**src/gfoe_consts.svh**
```systemverilog
/*
 Constants of the glitch-free output enable: counts and reset values.
 Assumes inclusion by the package and the modules of this block only.
*/
`ifndef GFOE_CONSTS_SVH
`define GFOE_CONSTS_SVH

`define GFOE_NUM_OUTPUTS     10
`define GFOE_MAX_ENABLE_CYC  2
`define GFOE_EDGE_CNT_W      2
`define GFOE_RESET_OE        1'b0
`define GFOE_RESET_LEVEL     1'b0

`endif

```
**src/gfoe_pkg.sv**
```systemverilog
/*
 Types of the glitch-free output enable.
 Assumes the constants header is available on the include path.
*/
`include "gfoe_consts.svh"

package gfoe_pkg;

	typedef enum logic [3:0]
	{
		GFOE_ST_HIZ     = 4'b0001,
		GFOE_ST_LOW     = 4'b0010,
		GFOE_ST_RUN     = 4'b0100,
		GFOE_ST_DRAIN   = 4'b1000
	} gfoe_state_t;

	typedef logic [`GFOE_EDGE_CNT_W-1:0] gfoe_count_t;

endpackage : gfoe_pkg

```
**src/gfoe_edge_detect.sv**
```systemverilog
/*
 Falling and rising edge detector for the sampled reference clock.
 Assumes the reference is synchronous to clock, one sample per edge.
*/
`timescale 1ns/1ps
`include "gfoe_consts.svh"

module gfoe_edge_detect
(
	input  wire logic clock,
	input  wire logic reset,
	input  wire logic ref_level,
	output logic      fall,
	output logic      rise,
	output logic      level
);

	logic prev;

	// Previous sample of the reference
	always_ff @(posedge clock)
	begin
		if (reset)
			prev <= `GFOE_RESET_LEVEL;
		else
			prev <= ref_level;
	end

	// Registered edge strobes and delayed level
	always_ff @(posedge clock)
	begin
		if (reset)
		begin
			fall  <= 1'b0;
			rise  <= 1'b0;
			level <= `GFOE_RESET_LEVEL;
		end
		else
		begin
			fall  <= prev & ~ref_level;
			rise  <= ~prev & ref_level;
			level <= ref_level;
		end
	end

endmodule : gfoe_edge_detect

```
**src/gfoe_output_enable.sv**
```systemverilog
/*
 Glitch-free output enable of a clock fanout: gates all outputs between
 following the reference clock and high impedance, entering and leaving following only on
 falling reference edges so no shortened pulses appear.
 Four states: idle off, armed low, following, and draining until the
 reference falls; a re-enable while draining returns to following.
 A pending switch that lets two falling edges pass raises timeout.
 Assumes the reference clock and enable are sampled on clock, and that
 the testbench resolves each output pin from its enable.
*/
// What this block does
// - After enable falls, outputs go high impedance only once the next falling reference edge has occurred.
// - While enable stays low, outputs already in high impedance stay in high impedance.
// - When outputs are high impedance and enable rises, they are driven low at once with no reference clock edge needed.
// - After enable rises, outputs resume toggling after a falling reference edge, within two reference cycles.
// - With outputs off and a static reference, enable acts without the reference and a rise drives outputs low.
// - With a static reference, a falling enable does not return outputs to high impedance until a falling edge.
// - While the reference toggles, any enable or disable transition completes within two reference cycles of the enable change.
`timescale 1ns/1ps
`include "gfoe_consts.svh"

module gfoe_output_enable
#(
	parameter int NUM_OUTPUTS = `GFOE_NUM_OUTPUTS
)
(
	input  wire logic                   clock,
	input  wire logic                   reset,
	input  wire logic                   ref_clock,
	input  wire logic                   enable,
	output logic [NUM_OUTPUTS-1:0]      clk_out,
	output logic [NUM_OUTPUTS-1:0]      clk_out_en,
	output gfoe_pkg::gfoe_state_t       state,
	output logic                        timeout
);
	import gfoe_pkg::*;

	// Sampled reference, gating state and pending edge count
	logic        ref_fall;
	logic        ref_rise;
	logic        ref_level;
	gfoe_state_t next_state;
	gfoe_count_t fall_count;

	// True while a switch waits for a falling reference edge
	function automatic logic is_pending
	(
		input gfoe_state_t st
	);
		return (st == GFOE_ST_LOW) || (st == GFOE_ST_DRAIN);
	endfunction : is_pending

	// True in every state that drives the pins
	function automatic logic is_driving
	(
		input gfoe_state_t st
	);
		return st != GFOE_ST_HIZ;
	endfunction : is_driving

	// True in every state in which the pins follow the reference
	function automatic logic is_following
	(
		input gfoe_state_t st
	);
		return (st == GFOE_ST_RUN) || (st == GFOE_ST_DRAIN);
	endfunction : is_following

	// True once the pending edge count reaches its limit
	function automatic logic is_overdue
	(
		input gfoe_count_t cnt
	);
		return cnt >= gfoe_count_t'(`GFOE_MAX_ENABLE_CYC);
	endfunction : is_overdue

	// Saturating step of the edge count
	function automatic gfoe_count_t sat_inc
	(
		input gfoe_count_t cnt
	);
		return (cnt == '1) ? cnt : gfoe_count_t'(cnt + 1'b1);
	endfunction : sat_inc

	// Edge strobes of the sampled reference

	gfoe_edge_detect u_edge
	(
		.clock     (clock),
		.reset     (reset),
		.ref_level (ref_clock),
		.fall      (ref_fall),
		.rise      (ref_rise),
		.level     (ref_level)
	);

	// Gating state machine
	always_comb
	begin
		next_state = state;
		unique case (state)
			GFOE_ST_HIZ:
			begin
				// Enable acts at once, no reference edge needed
				if (enable)
				begin
					next_state = GFOE_ST_LOW;
				end
			end
			GFOE_ST_LOW:
			begin
				// Armed low: leave only on a falling reference edge
				if (ref_fall)
				begin
					next_state = enable ? GFOE_ST_RUN
						: GFOE_ST_HIZ;
				end
			end
			GFOE_ST_RUN:
			begin
				if (!enable)
				begin
					next_state = GFOE_ST_DRAIN;
				end
			end
			GFOE_ST_DRAIN:
			begin
				// Keep following until the reference falls
				if (enable)
				begin
					next_state = GFOE_ST_RUN;
				end
				else if (ref_fall)
				begin
					next_state = GFOE_ST_HIZ;
				end
			end
			default:
			begin
				next_state = GFOE_ST_HIZ;
			end
		endcase
	end

	// State register
	always_ff @(posedge clock)
	begin
		if (reset)
		begin
			state <= GFOE_ST_HIZ;
		end
		else
		begin
			state <= next_state;
		end
	end

	// Pin drive enables: off only in the idle state
	always_ff @(posedge clock)
	begin
		if (reset)
		begin
			clk_out_en <= '0;
		end
		else if (is_driving(next_state))
		begin
			clk_out_en <= '1;
		end
		else
		begin
			clk_out_en <= '0;
		end
	end

	// Pin levels: low while armed, reference while following
	always_ff @(posedge clock)
	begin
		if (reset)
		begin
			clk_out <= '0;
		end
		else if (is_following(next_state))
		begin
			clk_out <= {NUM_OUTPUTS{ref_level}};
		end
		else
		begin
			clk_out <= '0;
		end
	end

	// Falling edges seen while a switch is pending
	always_ff @(posedge clock)
	begin
		if (reset)
		begin
			fall_count <= '0;
		end
		else if (!is_pending(state))
		begin
			fall_count <= '0;
		end
		else if (ref_fall)
		begin
			fall_count <= sat_inc(fall_count);
		end
	end

	// Flags a pending switch that let the edge limit pass
	always_ff @(posedge clock)
	begin
		if (reset)
		begin
			timeout <= 1'b0;
		end
		else
		begin
			timeout <= is_overdue(fall_count);
		end
	end

endmodule : gfoe_output_enable

```
**config.mk**
```make
export PLATFORM = sky130hd
export DESIGN_NAME = gfoe_output_enable
export DESIGN_NICKNAME = d
export VERILOG_FILES = /design/src/gfoe_pkg.sv /design/src/gfoe_edge_detect.sv /design/src/gfoe_output_enable.sv
export VERILOG_INCLUDE_DIRS = /design/src /design/src/src
export SDC_FILE = /design/constraint.sdc
export NUM_CORES = 1
export LEC_CHECK = 0
export ABC_AREA = 1
export BUFFER_PORTS_ARGS = -buffer_cell sky130_fd_sc_hd__buf_2
export CORE_MARGIN = 8
export CORE_UTILIZATION = 30
export CTS_CLUSTER_SIZE = 25
export DETAILED_ROUTE_END_ITERATION = 8
export PLACE_DENSITY_LB_ADDON = 0.25
export SYNTH_ARGS = -nofsm -noshare
export SYNTH_HDL_FRONTEND = slang
export SYNTH_SLANG_ARGS = --single-unit
```
**constraint.sdc**
```tcl
create_clock -name clock -period 3.3 [get_ports clock]
set_clock_uncertainty 0.2 [all_clocks]
set_input_delay 0.495 -clock clock [delete_from_list [all_inputs] [get_ports clock]]
set_output_delay 0.495 -clock clock [all_outputs]
set_load 0.02 [all_outputs]
```
# --- Word level (Yosys, flattened, before mapping) ---
# Cells that the tools add are included.
word_totals:
  mem_bits_ro: 0
  ramBits: 0
  output_inout_bits: 25
  mem_count: 0
  latchBits: 0
  ff_bits: 20
  inputBits: 4
classes:
  div: 0
  muxes: 8
  n_bitwise: 5
  eq_ne: 8
  n_addsub: 1
  mul: 0
  shifts: 0
  n_reduce_logical: 5
  order_cmp: 1
op_table:
  columns: ["cell", "count"]
  rows:
  - ["$mux 4", 5]
  - ["$pmux 4 s4", 1]
  - ["$mux 10", 1]
  - ["$eq 4x3->1 const B", 2]
  - ["$eq 4x4->1 const B", 2]
  - ["$eq 4x1->1 const B", 1]
  - ["$eq 4x2->1 const B", 1]
  - ["$ne 4x1->1 const B", 1]
  - ["$not 1->1", 4]
  - ["$reduce_or 2->1", 2]
  - ["$mux 3", 1]
  - ["$add 2x1->2 const B", 1]
  - ["$eq 2x2->1 const B", 1]
  - ["$ge 2x2->1 const B", 1]
  - ["$logic_or 1x1->1", 2]
  - ["$reduce_and 2->1", 1]
  - ["$and 1x1->1", 1]

# --- Depth between registers and ports, before layout ---
# Gate-level depths: netlist of the first run.
logic_depth:
  word_depth: 7
  mapped_depth: 8
  depth_no_buf: 8

# --- Cells and area by module ---
# Synthesis of the first run repeated with hierarchy kept, for this count alone.
hier_totals:
  hier_cells: 95
  area_unflattened_um2: 689.4
modules_own_cells:
  columns: ["mod", "n_inst", "cells_each", "area_each_um2", "seq_area_each_um2"]
  rows:
  - ["gfoe_output_enable", 1, 85, 600.6, 180.2]
  - ["gfoe_edge_detect", 1, 10, 88.8, 60.1]

# --- Worst setup path after synthesis of the first run ---
# No wires, ideal clock.
synth_path:
  path_kind: "register to output"
  startpoint: "register, netlist name clk_out[0]"
  endpoint: "output clk_out[1]"
  stages_incl_launch_ff: 2
  t_arrival_ps: 760
  required_ps: 2605
  setup_slack_ps: 1845
  cell_sequence: "dfxtp_1 buf_4"
synth_rtl:
  columns: ["element", "line", "rtl"]
  rows:
  - ["end: declaration", "gfoe_output_enable.sv:31", "output logic [NUM_OUTPUTS-1:0] clk_out,"]
# No word-level cell between the ends.

# --- Worst setup path in the final report of the first run ---
layout_path:
  startpoint: "register state[0]"
  endpoint: "output state[0]"
layout_rtl:
  columns: ["element", "line", "rtl"]
  rows:
  - ["start: declaration", "gfoe_output_enable.sv:33", "output gfoe_pkg::gfoe_state_t state,"]
  - ["start signal: assignment", "gfoe_output_enable.sv:154", "state <= next_state;"]
# No word-level cell between the ends.

==> out/qor.csv, run 1 <==
metric,value,unit
synth warn,0,
worst hold path class,input port to flop,
sequential share of power,46.5,%
fin util,34.26,%
P_sw,105.3,uW
crit path cell chain,buf_2,
Setup WS post-layout,1.671,ns
global-route wire length before repair,2366,um
Detailed Route WL,1428,um
Placer Congestion,0.8746,
"FF+latch count, synth",11,
Chip Height,63.50,um
Mean Syn Cell Area,6.769,um^2
Post-Synth Adder-Cell Area,3.697,%
cts bufs inserted,3,
number of port buffers,28,
WP buf/inv,1,
CP endpoint,state[0],
Clock Pin Slew Worst Setup and Hold Paths,0.07,ns
Final HPWL DP,1149,um
critical path depth,1,
initial antenna violation count,0,
crit path DAT,0.93,ns
global-route usage over all layers,7.145,%
share of the yosys chip area belonging to registers,32.53,%
Fin. Hold Viols,0,
DR iter-0 viols,36,
Post-CTS Resized,0,
synthesized area,676.9,um^2
IO Count,29,
Post-CTS Hold Buffers,0,
worst r2r path cells,6,
Tmin final,1.629,ns
LEAKAGE,0.0004174,uW
critical path required time,2.60,ns
actual slew at the worst max-slew pin,0.2575,ns
vias in the first global route,515,
diode count,0,
Final setup violation count,0,
DRC errors left,0,
"most common cell after layout, fill and taps aside",buf_2,
Hold Path Depth,2,
largest family of logic cells by synthesized area,buffers and inverters,
Worst path slowest cell,dfxtp_1,
Internal,209.6,uW
Setup CP Type,flop to primary output,
routed vias/inst,4.085,
ANT nets after route,0,
CTS root buffer,clkbuf_4,
Crit path max-delay family,flip-flops,
syn nets,106,
drt first pass iters,4,
XOR/XNOR share of the synthesized area,1.294,%
Syn Inst Count,100,
Post-CTS Setup Inserts,0,
wire per inst,10.06,um
CTS tree,built,
power share of the clock group,28.8,%
Total Power,314.9,uW
fin crit share,49.36,%
Starting Density,31.20,%
pwr dens,423.7,nW/um^2
RSZ-0062 raised after global routing,no,
Die Width,63.50,um
Final #Nets,121,
Max Clock Freq,613.9,MHz
Crit. End Element,primary output,
Critical Path Max Stage Delay,0.46,ns
Row Count,17,
Worst-Skew Late Latency,0.26,ns
gr ovfl total,0,
status,"complete, no violations",
worst vdd ir,164.0,uV
Yosys cell types,19,
# clock sinks,11,
Comb power frac,24.7,%
clock buffer depth,2,
Synth Area in Compound Gates,5.915,%
most frequent cells in the layout,"buf_2, nor2_1, nand2_1",
Slew headroom,82.77,%
Die ar.,4032,um^2
post-synthesis mux area share,0,%
Reg-to-Reg Start,state[1],
Final Max Tran Viols,0,
worst setup path startpoint,state[0],
Worst Path Max Fanout,7,
R2R setup slack,1.89,ns
Sw Share,33.43,%
max_cap viols,0,
largest net degree at the start of global routing,11,
Worst R2R End,state[1],
pre-CTS setup slack,1.848,ns
Via Count,580,
Synth Area in Simple Gates,27.17,%
P&R area growth vs syn,9.797,%
Core Footprint,2170,um^2
startpoint types,flop,
Final TNS setup,0,ns
layout cells sized above 1,31.58,%
H-tree depth,1,
state kept, by name, indices dropped and copies added, names as in the netlist:
name,cells
state,4
clk_out,1
u_edge.level,1
u_edge.fall,1
fall_count,2
timeout,1
clk_out_en,1
worst min-delay path by stage:
stage                       startpoint     endpoint  slack [ns]
after floorplan           u_edge.level  u_edge.fall        0.22
after global placement    u_edge.level  u_edge.fall        0.23
after CTS                    ref_clock  u_edge.fall        0.19
after global routing         ref_clock  u_edge.fall        0.19
after detailed placement  u_edge.level  u_edge.fall        0.23
final                        ref_clock  u_edge.fall        0.20
through the flow:
step                      hold WS, ns  cell area [um^2]  std cells
final                          0.1987             743.2        142
after floorplan                0.2156             676.9        100
after detailed placement       0.2348             716.9        138
after CTS                      0.1916             743.2        142
after global routing           0.1913             743.2        142
after global placement         0.2296             716.9        138
cell usage after synthesis:
cell | n | share of area (%)
ha_1 | 2 | 3.7
nor2_1 | 20 | 11
o21ai_1 | 1 | 0.74
nand4_1 | 1 | 0.92
nand3_1 | 4 | 3.0
nor3_1 | 1 | 0.74
dfxtp_1 | 11 | 33
xor2_1 | 1 | 1.3
or2_1 | 1 | 0.92
buf_4 | 18 | 20
or2_4 | 1 | 1.3
a21oi_2 | 1 | 1.3
nand2_1 | 15 | 8.3
o21ai_0 | 4 | 3.0
o22ai_1 | 1 | 0.92
inv_2 | 2 | 1.1
clkinv_1 | 1 | 0.55
nor2_2 | 1 | 0.92
inv_1 | 14 | 7.8
layer usage:
layer  track usage [%]  vias to the layer above  wire [um]
li1                  -                      311          -
met2             11.15                       12        655
met1             8.108                      255        672
met5                 0                        -          0
met4             3.343                        0         10
met3             3.180                        2         89
cell type report:
cell class / count / area [um^2]
well taps: 28 / 35.03
repair buffers: 28 / 140.1
clock buffers: 4 / 26.28
flip-flops and latches: 11 / 220.2
multi-input cells: 54 / 257.7
fillers: 258 / 1426
inverters: 17 / 63.81
power groups by stage:
stage / combinational [uW] / clock, uW / sequential [uW]
floorplan: 67.8 / 0 / 154
global placement: 78.2 / 0 / 149
detailed placement: 78.3 / 0 / 150
CTS: 78.5 / 94.8 / 146
global route: 83.5 / 107 / 148
finish: 77.7 / 90.7 / 147
kinds of logic after synthesis:
family	after synthesis
AND/OR/NAND/NOR	44
buffers and inverters	35
flip-flops	11
AO/OA/AOI/OAI	7
adder cells (fa/ha/maj)	2
XOR/XNOR	1
No activity file was read; power rests on OpenSTA's default activity.
==> inputs of run 2 (changes only) <==
ABC_AREA = 0   (was 1)
clock period = 1.4 ns   (was 3.3 ns; I/O delays follow)
==> run 2 against run 1 <==
  * Count of clock-buffer cells in the layout decreased by 1
  * Synthesized cell count is 35% lower
  * Total power rose by 120%
==> out/qor.csv, run 2 <==
metric,value,unit,change
IO Count,29,,unchanged
synthesized area,603.1,um^2,-11%
Crit. End Element,flop,,
wire per inst,11.83,um,+18%
syn nets,71,,-33%
max FFs per register,4,,unchanged
P_sw,203.5,uW,+93%
largest net degree at the start of global routing,11,,unchanged
P&R area growth vs syn,32.37,%,
Fin. Hold Viols,0,,unchanged
ANT nets after route,0,,unchanged
vias in the first global route,437,,-15%
clock buffer depth,2,,unchanged
RSZ-0062 raised after global routing,yes,,
Comb power frac,18.6,%,-6.1 points
Clock Pin Slew Worst Setup and Hold Paths,0.07,ns,about the same
ys async rst share,0,%,unchanged
diode count,0,,unchanged
Starting Density,31.38,%,+0.18 points
Die ar.,3701,um^2,-8.2%
Worst Path Max Fanout,3,,-4
fin crit share,98.46,%,
top-count cell post-synth,buf_4,,
Via Count,467,,-19%
share of the yosys chip area belonging to registers,36.51,%,+4.0 points
CTS root buffer,clkbuf_4,,
Mean Syn Cell Area,9.278,um^2,+37%
sequential share of power,49.4,%,+2.9 points
drt first pass iters,2,,-2
Chip Height,60.84,um,-4.2%
H-tree depth,1,,unchanged
Detailed Route WL,1349,um,-5.5%
"Most flops, register",state,,
startpoint types,flop,,
layout cells sized above 1,59.77,%,+28 points
Final TNS setup,0,ns,unchanged
XOR/XNOR share of the synthesized area,4.357,%,+3.1 points
Sw Share,29.99,%,-3.4 points
Synth Area in Compound Gates,10.79,%,+4.9 points
LEAKAGE,0.0003815,uW,-8.6%
DRC errors left,0,,unchanged
Final Max Tran Viols,0,,unchanged
Syn Inst Count,65,,-35%
crit path DAT,1.33,ns,+0.40 ns
Internal,474.9,uW,+130%
routed vias/inst,4.096,,+0.29%
DR iter-0 viols,5,,-86%
Post-Synth Adder-Cell Area,4.149,%,+0.45 points
Die Width,60.84,um,-4.2%
Final Hold Slack,0.01810,ns,-0.1806 ns
Regs by FF count,"state (4), fall_count (2)",,
# clock sinks,11,,unchanged
actual slew at the worst max-slew pin,0.3128,ns,+0.05520 ns
Worst-Skew Late Latency,0.27,ns,about the same
# fillers,202,,-22%
worst hold path class,input port to flop,,
ys flop type,dfxtp_1,,
ranking of synthesized cells by area,"dfxtp_1, buf_4, ha_1",,
"area leader, netlist",dfxtp_1,,
number of port buffers,28,,unchanged
gr ovfl total,0,,unchanged
Setup CP Type,flop to flop,,
global-route usage over all layers,7.091,%,-0.054 points
CTS tree,built,,
share of the synthesized area in the top cell type,36.51,%,+4.0 points
power share of the clock group,32.0,%,+3.2 points
Synth Area in Simple Gates,21.16,%,-6.0 points
max_cap viols,0,,unchanged
Yosys cell types,24,,+5
post-synthesis mux area share,0,%,unchanged
critical path required time,1.35,ns,-1.25 ns
most frequent cells in the layout,"buf_2, nor2_1, buf_4",,
Slew headroom,78.61,%,-4.2 points
Total Power,678.4,uW,+120%
status,"complete, no violations",,
Final #Nets,94,,-22%
largest family of logic cells by synthesized area,buffers and inverters,,
"top cells by count, synth","buf_4, dfxtp_1, nor2_1",,
Tmin final,1.378,ns,
"FF+latch count, synth",11,,unchanged
Core Footprint,1922,um^2,-11%
global-route wire length before repair,1980,um,-16%
Placer Congestion,0.7549,,-14%
Row Count,16,,-1
worst vdd ir,734.5,uV,+350%
pwr dens,849.8,nW/um^2,+100%
Post-synth EDFFs,0,,unchanged
initial antenna violation count,0,,unchanged
synth warn,0,,unchanged
Final setup violation count,0,,unchanged
Final HPWL DP,1042,um,-9.3%
Max Clock Freq,725.5,MHz,
cts bufs inserted,3,,unchanged
"most common cell after layout, fill and taps aside",buf_2,,
==> run 2: changes by cell type in the layout (fill, tap and decap cells not counted), moves of 3 or more <==
cell | previous run | this run
inv_1 | 14 | 1
o21ai_0 | 4 | 0
nand2b_1 | 0 | 3
dfxtp_2 | 0 | 5
buf_4 | 0 | 6
dfxtp_1 | 11 | 4
nand2_1 | 15 | 2
nor2_1 | 20 | 6
nand3_1 | 4 | 0
==> run 2: power groups by stage <==
stage,clock (uW),combinational (uW),sequential (uW)
after floorplan,0,93.4,352
after global placement,0,116,344
after detailed placement,0,115,344
after CTS,225,121,337
after global routing,245,134,338
final,217,126,335
==> run 2: layer usage <==
metal | track usage [%] | routed length, um | up-vias
met5 | 0 | 0 | -
met4 | 2.990 | 10 | 0
met3 | 3.178 | 103 | 2
met2 | 12.37 | 679 | 15
met1 | 7.134 | 556 | 206
li1 | - | - | 244
==> run 2: logic make-up after synthesis <==
logic type / Yosys count
compound gates: 8
xor+xnor: 3
fa+ha+maj: 2
buf+inv: 19
flops: 11
simple gates: 22
==> run 2: through the flow <==
step / util (%) / std cells / area, um^2 / setup slack [ns]
after floorplan: - / 65 / 605.6 / 0.01849
after CTS: 38.15 / 113 / 733.2 / 0.01933
after detailed placement: 35.09 / 106 / 674.4 / -0.05658
after global routing: 41.54 / 114 / 798.3 / -0.03001
after global placement: 35.09 / 106 / 674.4 / 0.001498
final: 41.54 / 114 / 798.3 / 0.02157
==> run 2: worst max-delay path, cell delays in order, from the launching register on <==
cell	delay [ns]
dfxtp_2	0.35
ha_1	0.14
and2b_2	0.24
buf_4	0.14
xnor2_1	0.14
nor3_1	0.06
==> run 2: final cells by class <==
| class | instances | area, um^2 | share of cell area, % |
|---|---|---|---|
| clock inverter | 1 | 5.005 | 0.6270 |
| timing repair buffer | 36 | 205.2 | 25.71 |
| multi-input combinational | 35 | 294.0 | 36.83 |
| clock buffer | 3 | 22.52 | 2.821 |
| inverter | 1 | 3.754 | 0.4702 |
| tap | 27 | 33.78 | 4.232 |
| sequential | 11 | 234.0 | 29.31 |
==> run 2: final timing paths <==
kind	startpoint	to	slack [ns]	cells past startpoint
min	enable	state[2]	0.02	2
max reg2reg	fall_count[0]	fall_count[0]	0.02	5
max	fall_count[0]	fall_count[0]	0.02	5
min reg2reg	u_edge.level	clk_out[0]	0.28	2
==> run 2: timing repair <==
item | 4_1_cts | 5_1_grt
gates cloned | 0 | 0
resized for setup | 3 | 11
setup endpoints to repair | 1 | 23
endpoints found under the hold margin | 3 | 0
hold buffers | 2 | 0
buffers inserted | 1 | 1
pin swaps | 1 | 3
